===== src/rtl/pvt_pkg.sv =====
// Package: constants for the parallel video source controller
package pvt_pkg;
  // Pixel format and frame geometry
  localparam int PIX_W          = 24;
  localparam int CNT_W          = 16;
  localparam int CLK_MHZ        = 100;
  localparam logic [CNT_W-1:0] H_ACTIVE = 16'h0010;
  localparam logic [CNT_W-1:0] V_ACTIVE = 16'h0004;
  localparam logic [CNT_W-1:0] ARRAY_LINES = 16'h0004;
  // Line timing in link clock periods
  localparam logic [CNT_W-1:0] HSYNC_W   = 16'h0004;
  localparam logic [CNT_W-1:0] HSYNC_MAX = 16'h0080;
  localparam logic [CNT_W-1:0] H_BP      = 16'h0004;
  localparam logic [CNT_W-1:0] H_FP      = 16'h0008;
  // Frame timing in lines
  localparam logic [CNT_W-1:0] VSYNC_W = 16'h0001;
  localparam logic [CNT_W-1:0] V_BP    = 16'h0006;
  localparam logic [CNT_W-1:0] V_FP    = 16'h0008;
  localparam int TVB_BASE = 6;
  localparam int TVB_MULT = 8;
  // Reset pulse and eye select guard times
  localparam real RST_LOW_US = 1.25;
  localparam int  RST_CYC = int'((RST_LOW_US * CLK_MHZ) + 0.999);
  localparam real EYE_GUARD_MS = 1.0;
  localparam int  EYE_CYC_DEF = int'((EYE_GUARD_MS * 1000.0 * CLK_MHZ) + 0.999);
  localparam int  LCLK_DIV = 8;
  localparam logic [7:0] DIV_HALF = 8'h04;
  localparam logic [7:0] RST_CNT = 8'(RST_CYC);
endpackage : pvt_pkg


===== src/rtl/pvt_buf_if.sv =====
// Interface: pixel stream handshake between buffer and top
`timescale 1ns/1ps
`default_nettype none
interface pvt_buf_if;
  import pvt_pkg::*;
  logic [PIX_W-1:0] data;
  logic             valid;
  logic             ready;
  modport src (output data, output valid, input ready);
  modport snk (input data, input valid, output ready);
endinterface : pvt_buf_if
`default_nettype wire


===== src/rtl/pvt_buf.sv =====
// Two-entry pixel skid buffer with valid/ready on both sides
`timescale 1ns/1ps
`default_nettype none
module pvt_buf
  import pvt_pkg::*;
(
  input  wire logic clk,
  input  wire logic rst,
  pvt_buf_if.snk    in_s,
  pvt_buf_if.src    out_s
);
  import pvt_pkg::*;
  logic [PIX_W-1:0] mem [2];
  logic             wp;
  logic             rp;
  logic [1:0]       cnt;
  logic [1:0]       next_cnt;
  logic             rdy;
  logic             push;
  logic             pop;

  // Handshake terms; ready comes from a flop so the top output is registered
  assign in_s.ready  = rdy;
  assign out_s.valid = (cnt != 2'h0);
  assign out_s.data  = mem[rp];
  assign push = in_s.valid && in_s.ready;
  assign pop  = out_s.valid && out_s.ready;
  assign next_cnt = cnt + {1'b0, push} - {1'b0, pop};

  // Storage write
  always_ff @(posedge clk) begin
    if (push) begin
      mem[wp] <= in_s.data;
    end
  end

  // Pointers and occupancy
  always_ff @(posedge clk) begin
    if (rst) begin
      wp  <= 1'b0;
      rp  <= 1'b0;
      cnt <= 2'h0;
      rdy <= 1'b1;
    end else begin
      if (push) wp <= ~wp;
      if (pop) rp <= ~rp;
      cnt <= next_cnt;
      rdy <= (next_cnt != 2'h2); // Full next cycle drops ready now
    end
  end
endmodule : pvt_buf
`default_nettype wire


===== src/rtl/pvt_src.sv =====
// Video source controller driving the display controller's parallel port
`timescale 1ns/1ps
`default_nettype none
module pvt_src
  import pvt_pkg::*;
#(
  parameter int EYE_CYC = EYE_CYC_DEF
)(
  input  wire logic             clk,
  input  wire logic             rst,
  input  wire logic             start,
  input  wire logic             eye_req,
  input  wire logic [PIX_W-1:0] pix_in,
  input  wire logic             pix_in_valid,
  output logic                  pix_in_ready,
  output logic                  chip_reset_low,
  output logic                  pix_clk,
  output logic                  frame_sync,
  output logic                  line_sync,
  output logic                  pixel_valid,
  output logic [PIX_W-1:0]      pixel_bus,
  output logic                  stereo_eye_select,
  output logic                  busy
);
  import pvt_pkg::*;
  typedef enum {ST_RST, ST_IDLE, ST_RUN} pvt_state_t;
  typedef enum {PH_SYNC, PH_BP, PH_ACT, PH_FP} pvt_phase_t;

  pvt_state_t       state;
  pvt_phase_t       hph;
  logic [7:0]       rcnt;
  logic [7:0]       div;
  logic             fall;
  logic [CNT_W-1:0] hcnt;
  logic [CNT_W-1:0] line;
  logic             line_end;
  logic [CNT_W-1:0] vtot;
  logic             in_active;
  logic             eye_pend;
  logic [31:0]      eye_room;
  logic             eye_ok;
  logic             eye_s1;
  logic             eye_s2;
  logic [31:0]      vs_guard;
  pvt_buf_if        b_in ();
  pvt_buf_if        b_out ();

  // =================================================================
  // Pixel buffer
  assign b_in.data     = pix_in;
  assign b_in.valid    = pix_in_valid;
  assign pix_in_ready  = b_in.ready;
  // Drain one word per pixel clock of an active line
  assign b_out.ready   = fall && (hph == PH_ACT) && in_active && (state == ST_RUN);
  pvt_buf u_buf (
    .clk   (clk),
    .rst   (rst),
    .in_s  (b_in),
    .out_s (b_out)
  );

  // =================================================================
  // Reset pulse and run state
  always_ff @(posedge clk) begin
    if (rst) begin
      state          <= ST_RST;
      rcnt           <= 8'h00;
      chip_reset_low <= 1'b0;
      busy           <= 1'b0;
    end else begin
      case (state)
        ST_RST: begin
          rcnt <= rcnt + 8'h01;
          if (rcnt >= RST_CNT) begin
            chip_reset_low <= 1'b1;
            state          <= ST_IDLE;
          end
        end
        ST_IDLE: if (start) begin
          state <= ST_RUN;
          busy  <= 1'b1;
        end
        ST_RUN: ;
        default: state <= ST_RST;
      endcase
    end
  end

  // =================================================================
  // Link clock divider; outputs move on falling edge
  always_ff @(posedge clk) begin
    if (rst) begin
      div     <= 8'h00;
      pix_clk <= 1'b0;
    end else begin
      div <= (div == 8'(LCLK_DIV - 1)) ? 8'h00 : div + 8'h01;
      if (div == 8'h00) pix_clk <= 1'b1;
      if (div == DIV_HALF) pix_clk <= 1'b0;
    end
  end
  assign fall = (div == DIV_HALF);

  // Total lines: active plus blanking of at least 6 + 8*max(1,ratio)
  assign vtot = V_ACTIVE + V_BP + V_FP;
  assign in_active = (line >= V_BP) && (line < V_BP + V_ACTIVE);
  // Last front porch pixel clock closes the line
  assign line_end  = fall && (hph == PH_FP) && (hcnt == H_FP - 16'h0001);

  // =================================================================
  // Horizontal phase sequencer
  always_ff @(posedge clk) begin
    if (rst || state != ST_RUN) begin
      hph  <= PH_SYNC;
      hcnt <= 16'h0000;
    end else if (fall) begin
      hcnt <= hcnt + 16'h0001;
      case (hph)
        PH_SYNC: if (hcnt == HSYNC_W - 16'h0001) begin
          hph  <= PH_BP;
          hcnt <= 16'h0000;
        end
        PH_BP: if (hcnt == H_BP - 16'h0001) begin
          hph  <= PH_ACT;
          hcnt <= 16'h0000;
        end
        PH_ACT: if (hcnt == H_ACTIVE - 16'h0001) begin
          hph  <= PH_FP;
          hcnt <= 16'h0000;
        end
        PH_FP: if (hcnt == H_FP - 16'h0001) begin
          hph  <= PH_SYNC;
          hcnt <= 16'h0000;
        end
        default: hph <= PH_SYNC;
      endcase
    end
  end

  // Line counter advanced per line sync
  always_ff @(posedge clk) begin
    if (rst || state != ST_RUN) begin
      line <= 16'h0000;
    end else if (line_end) begin
      line <= (line == vtot - 16'h0001) ? 16'h0000 : line + 16'h0001;
    end
  end

  // =================================================================
  // Pin drivers, updated at link clock falling edge
  always_ff @(posedge clk) begin
    if (rst || state != ST_RUN) begin
      frame_sync  <= 1'b0;
      line_sync   <= 1'b0;
      pixel_valid <= 1'b0;
      pixel_bus   <= '0;
    end else if (fall) begin
      frame_sync  <= (line < VSYNC_W);
      line_sync   <= (hph == PH_SYNC);
      pixel_valid <= b_out.ready && b_out.valid;
      pixel_bus   <= (b_out.ready && b_out.valid) ? b_out.data : '0;
    end
  end

  // =================================================================
  // Eye select: sync request, change only with guard to frame sync
  always_ff @(posedge clk) begin
    if (rst) begin
      eye_s1 <= 1'b0;
      eye_s2 <= 1'b0;
    end else begin
      eye_s1 <= eye_req;
      eye_s2 <= eye_s1;
    end
  end

  // Time since last frame sync change
  always_ff @(posedge clk) begin
    if (rst) begin
      vs_guard <= 32'h0;
    end else if (fall && (frame_sync != (line < VSYNC_W)) && state == ST_RUN) begin
      vs_guard <= 32'h0;
    end else if (vs_guard != 32'hffffffff) begin
      vs_guard <= vs_guard + 32'h1;
    end
  end

  // Clock cycles in the whole lines left before the next frame sync change
  assign eye_room = 32'(vtot - line - 16'h0001) * 32'(HSYNC_W + H_BP + H_ACTIVE + H_FP) * 32'(LCLK_DIV);
  // Eye may move only clear of both guard windows
  assign eye_ok   = (vs_guard >= 32'(EYE_CYC)) && (line > VSYNC_W)
                    && (eye_room >= 32'(EYE_CYC));

  // Eye update; a pending change waits for a safe window
  always_ff @(posedge clk) begin
    if (rst) begin
      stereo_eye_select <= 1'b0;
      eye_pend          <= 1'b0;
    end else begin
      if (eye_s2 != stereo_eye_select && !eye_pend) begin
        eye_pend <= 1'b1;
      end
      if (eye_pend && eye_ok) begin
        stereo_eye_select <= eye_s2;
        eye_pend          <= 1'b0;
      end
    end
  end
endmodule : pvt_src
`default_nettype wire


===== config.mk =====
export PLATFORM = sky130hd
export DESIGN_NAME = pvt_src
export DESIGN_NICKNAME = d
export VERILOG_FILES = /design/src/rtl/pvt_pkg.sv /design/src/rtl/pvt_buf_if.sv /design/src/rtl/pvt_buf.sv /design/src/rtl/pvt_src.sv
export SDC_FILE = /design/constraint.sdc
export NUM_CORES = 1
export LEC_CHECK = 0
export BUFFER_PORTS_ARGS = -buffer_cell sky130_fd_sc_hd__buf_4
export CAP_MARGIN = 40
export CORE_ASPECT_RATIO = 1.5
export CORE_MARGIN = 4
export CORE_UTILIZATION = 45
export DETAILED_ROUTE_END_ITERATION = 6
export GPL_TIMING_DRIVEN = 0
export HOLD_SLACK_MARGIN = 0.06
export PLACE_DENSITY = 0.64
export SYNTH_ARGS = -nofsm -noshare
export SYNTH_HDL_FRONTEND = slang
export SYNTH_SLANG_ARGS = --single-unit

===== constraint.sdc =====
create_clock -name clk -period 5.55 [get_ports clk]
set_input_delay 1.665 -clock clk [delete_from_list [all_inputs] [get_ports clk]]
set_output_delay 1.665 -clock clk [all_outputs]
set_load 0.005 [all_outputs]

Word level (Yosys, flattened, before mapping) --
Memories as Yosys holds them, arrays and structs flattened. A register that Yosys moved wholly into a read port is not among the register bits. Index checks and enable logic that the tools add are counted.
Storage, ports and cells: memories kept 1, bits in writable memories 48, input port bits 29, register bits 183, logic and storage cells 115
Cells by class: reductions and logical operators 30, bitwise logic cells 3, order comparisons 7, eq/ne operators 25, muxes and demuxes 18, add/sub/neg operators 9
Memories:
- u_buf.mem | depth 2, bits a word 24, read ports 1, clocked after memory_dff 1, write ports 1, line pvt_buf.sv:13 | logic [PIX_W-1:0] mem [2];
Operator list (number):
- 32-bit two-way mux | 6
- 32-bit case mux with 4 select lines | 1
- 32-bit by 2-bit == test with 1-bit output, second input constant | 3
- 32-bit by 3-bit == test with 1-bit output, second input constant | 3
- 32-bit zero test | 3
- 32-bit case mux with 3 select lines | 1
- 32-bit by 1-bit == test with 1-bit output, second input constant | 2
- 32-bit by 17-bit >= comparator with 1-bit output, second input constant | 2
- 16-bit two-way mux | 4
- 16-bit case mux with 3 select lines | 1
- 16-bit by 1-bit adder with 16-bit output, second input constant | 2
- 32-bit by 1-bit adder with 32-bit output, second input constant | 1
- 32-bit by 3-bit inequality test with 1-bit output, second input constant | 1
- 32-bit inequality test, second input constant | 1
- 24-bit two-way mux | 1
- 17-bit by 2-bit subtractor with 18-bit output, second input constant | 1
- 5-bit by 16-bit subtractor with 17-bit output, first input constant | 1
- 8-bit by 1-bit adder with 8-bit output, second input constant | 2
- 16-bit by 2-bit == test with 1-bit output, second input constant | 1
- 16-bit by 3-bit == test with 1-bit output, second input constant | 1
- 16-bit by 4-bit == test with 1-bit output, second input constant | 1
- 16-bit by 5-bit == test with 1-bit output, second input constant | 1
- 8-bit by 3-bit == test with 1-bit output, second input constant | 2
- 16-bit by 3-bit >= comparator with 1-bit output, second input constant | 1
- other kinds (19) | 49

Depth between registers and ports, before layout --
depth in word-level cells 7, mapped depth 13, depth with buffers taken out 13

Hierarchy --
A second synthesis with hierarchy kept.
Second synthesis, totals: cell total of the unflattened synthesis 747, area total of the unflattened synthesis 7527.2 um2
Modules (own cells, without submodules):
- pvt_src | area each 5537.8 um2, sequential area each 2362.3 um2, times used 1, cells an instance 646
- pvt_buf | area each 1989.4 um2, sequential area each 1561.5 um2, times used 1, cells an instance 101

Worst setup path after synthesis --
OpenSTA, ideal clock, no wires.
kind in2reg, start point input port pix_in_valid, end point memory u_buf.mem[0][0], enable pin, arrival 2782 ps, setup time 405 ps, path slack 2363 ps, stages 2, path buffers 0, path through nand2_1 nor2_1
Between the ends: word-level cells in the longest chain between the ends 3
Ends and longest elaborated chain:
- from (decl) | line pvt_src.sv:14 | input wire logic pix_in_valid,
- 1-bit logical AND | line pvt_buf.sv:26 | assign push = in_s.valid && in_s.ready;
- 1-bit two-way mux | line pvt_buf.sv:32 | if (push) begin
- 1-bit two-way mux (implied by the code) | line pvt_buf.sv:33 | mem[wp] <= in_s.data;
- to (decl) | line pvt_buf.sv:13
Every way passes these cells.

Worst setup path in the final report --
start point register line[6], end point register u_buf.rdy (netlist: u_buf.in_s.ready)
Between the ends: word-level cells in the longest chain between the ends 7, elaborated cells on any way between the ends 8
Ends and longest elaborated chain:
- from (decl) | line pvt_src.sv:35 | logic [CNT_W-1:0] line;
- from (signal assigned) | line pvt_src.sv:144 | line <= (line == vtot - 16'h0001) ? 16'h0000 : line + 16'h0001;
- 16-bit by 3-bit >= comparator with 1-bit output / 16-bit by 4-bit < comparator with 1-bit output (equally long branches) | line pvt_src.sv:105 | assign in_active = (line >= V_BP) && (line < V_BP + V_ACTIVE);
- 1-bit logical AND * | line pvt_src.sv:105
- 1-bit logical AND * (2 in a row) | line pvt_src.sv:54 | assign b_out.ready = fall && (hph == PH_ACT) && in_active && (state == ST_RUN);
- 1-bit logical AND * | line pvt_buf.sv:27 | assign pop = out_s.valid && out_s.ready;
- net u_buf.pop | line pvt_buf.sv:20 | logic pop;
- 2-bit by 1-bit subtractor with 2-bit output * | line pvt_buf.sv:28 | assign next_cnt = cnt + {1'b0, push} - {1'b0, pop};
- 2-bit inequality test * | line pvt_buf.sv:48 | rdy <= (next_cnt != 2'h2);
- to (signal assigned) | line pvt_buf.sv:48
- to (decl) | line pvt_buf.sv:18 | logic rdy;
The timed path passes the listed nets; every way through them passes the cells marked *. A chain may end at the register's enable or synchronous reset.

==> out/results.ini <==
[critical_path]
reg2reg_slack_ns = 2.21
startpoint_type = flop
critPathCaptureType = flop
crit_fanout = 10
cpLargestDelayFamily = simple AND/OR/NAND/NOR gates
max_stage_delay_ns = 0.59
arrival_ns = 3.64
crit_slowest_cell = or4_1
path_buf_inv = 2
cp.required_ns = 5.85
path_cells = clkbuf_1, or4_1, nand4bb_1, or4_1, nor2_1, ha_1, inv_1, ha_1, xor2_1, xnor2_1, or3_1
worstSetupPathType = reg -> reg

[layout]
n_fill_cell = 1453
drive_gt1_share_pct = 17.2
diodes = 0
syn2layout_area_growth_pct = 17.9
final_cell_mix = nor2_1 (128), dfxtp_1 (124), buf_4 (61)
mostFrequentLayoutCell = nor2_1
final_cell_area_um2 = 8800
nets = 868

[synthesis]
netlist_area_um2 = 7470
ys.flop_type = dfxtp_1
yosysWarnings = 0
synth_seq_area_share_pct = 52.5
synth_seq_cells = 172
syn_avg_cell_area_um2 = 10.1
async_flop_share_pct = 0
syn_nets = 787
synthCells = 737
synth_edf_count = 48
yosysUniqueCellTypes = 58

[sta]
timing.final.crit_share_pct = 60.1
maxSlewViolCount = 0
rsz0062_at_grt = no
holdWs_ns = 0.456
maxSlewHeadroom_pct = 49.1
tightest_slew_ns = 0.753
max_freq_mhz = 300
hold_viol = 0
period_minus_slack_ns = 3.34
clock_skew_ns = 0.0104
setup_viol = 0
timing.setup.tns_ns = 0

[floorplanning]
core_um2 = 16300
fp.dieArea_um2 = 18800
initial_core_util_pct = 45.9
ioPinCount = 61
fp.dieH_um = 166
rows = 57
die_w_um = 113

[detailed_routing]
vias_per_cell = 5.36
wl_met1_um = 6390
ant_nets = 0
wl_per_cell_um = 15.2
drt_iter0_drc = 234
drc = 0
wl_um = 15700
wl_met3_um = 581
highest_layer = met4
vias = 5558
wl_met2_um = 8530
dr.pass1.iters = 6

[cts]
cts_tree = yes
htreeDepth = 4
cts_hold_buf = 0
ctsRootBufferMaster = clkbuf_16
cts_sinks = 172
cts-resized-gates = 0
clock_latency_ns = 0.43
cts_buffer_depth = 2
numCtsBuffers = 17
post-cts-setup-buffers = 0
clk_pin_slew_ns = 0.07

[global_routing]
grt_usage_pct = 17.2
grt_pass1_wl_um = 26600
grt_max_degree = 20
grt-ovfl-total = 0
first_global_vias = 5747
antenna_found_initial = 0

[status]
status = finished clean

[place]
dpl_cell_area_um2 = 8210
buffer_ports.inserted = 60
place.gp.congestion = 0.811
dp_hpwl_um = 11500

[hold_path]
hp-class = reg -> reg

[power_and_ir_drop]
ir_worst_vdd_uv = 202
power_density_nw_per_um2 = 296
p_leak_nw = 3.22

[flow_run]
drv_cap = 0

path summary, 6_finish.rpt:
| path | from | endpoint | cells after the start |
|---|---|---|---|
| setup / recovery | line[6] | u_buf.in_s.ready | 11 |
| hold / removal | busy | busy | 2 |
| setup reg to reg | line[6] | u_buf.in_s.ready | 11 |
| hold reg to reg | busy | busy | 2 |
routing by layer:
metal	vias up	GRT usage (%)
li1	2761	-
met2	91	32.2
met4	0	5.39
met3	15	4.70
met1	2691	18.5
met5	-	0
cells in the mapped netlist (3+ instances only):
master / number / area share (%)
a211o_1: 3 / 0.35
a21oi_1: 24 / 1.6
a22oi_1: 25 / 2.5
and3_1: 15 / 1.3
and4_1: 8 / 0.94
buf_1: 3 / 0.15
buf_2: 7 / 0.47
clkbuf_1: 20 / 1.0
dfxtp_1: 124 / 33
edfxtp_1: 48 / 19
ha_1: 21 / 3.5
inv_1: 19 / 0.95
mux2_2: 24 / 3.6
nand2_1: 36 / 1.8
nand3_1: 38 / 2.5
nand4_1: 18 / 1.5
nor2_1: 129 / 6.5
nor2b_1: 6 / 0.50
nor3_1: 12 / 0.80
nor4_1: 10 / 0.84
o21ai_0: 10 / 0.67
o31ai_1: 3 / 0.30
or3_1: 8 / 0.67
or4_1: 5 / 0.50
or4_4: 3 / 0.45
xnor2_1: 23 / 2.7
xor2_1: 52 / 6.1
sequential cells by signal, indices dropped and copies added (netlist names), 2 cells and up, named ones only:
register / cells
pixel_bus: 24
rcnt: 8
div: 8
state: 2
line: 16
hcnt: 16
u_buf.mem: 48
vs_guard: 32
u_buf.cnt: 2
hph: 2
power breakdown:
| part | switching [mW] | leakage, nW | internal [mW] |
|---|---|---|---|
| registers | 0.0161 | 1.45 | 1.33 |
| logic | 0.0537 | 1.49 | 0.0452 |
| clock network | 0.556 | 0.284 | 0.606 |
| total | 0.626 | 3.22 | 1.98 |
stage by stage:
step / utilization [%] / power [mW] / worst slack, ns / cells
3_3_place_gp: 50.3 / 1.47 / 1.63 / 1003
3_5_place_dp: 50.5 / 1.48 / 2.25 / 1005
5_1_grt: 54.1 / 2.71 / 2.02 / 1037
6_report: 54.1 / 2.61 / 2.21 / 1037
4_1_cts: 54.1 / 2.64 / 2.22 / 1037
2_1_floorplan: - / 1.43 / 2.36 / 737
logic make-up after synthesis:
family	after synthesis	share of synthesized area (%)
AO/OA/AOI/OAI	83	7.69
adder cells (fa/ha/maj)	21	3.52
buffers and inverters	51	2.75
AND/OR/NAND/NOR	309	20.8
XOR/XNOR	75	8.79
flip-flops	172	52.5
multiplexers	26	3.89
worst min-delay path: cells and delay by family (launching register included):
| kind | cells | cell delay [ns] |
|---|---|---|
| DFF | 1 | 0.31 |
| buffers and inverters | 1 | 0.05 |
| AOI/OAI and AO/OA | 1 | 0.05 |
cell type report:
type                            count  area [um^2]  share of cell area, %
Buffer                             32          134                   1.52
Multi-Input combinational cell    514         3340                   38.0
Clock inverter                     15          169                   1.92
Timing Repair Buffer               62          480                   5.46
Clock buffer                       17          425                   4.83
Tap cell                          206          258                   2.93
Sequential cell                   172         3920                   44.6
Inverter                           19         71.3                  0.810
Power figures use the tool's default switching activity.
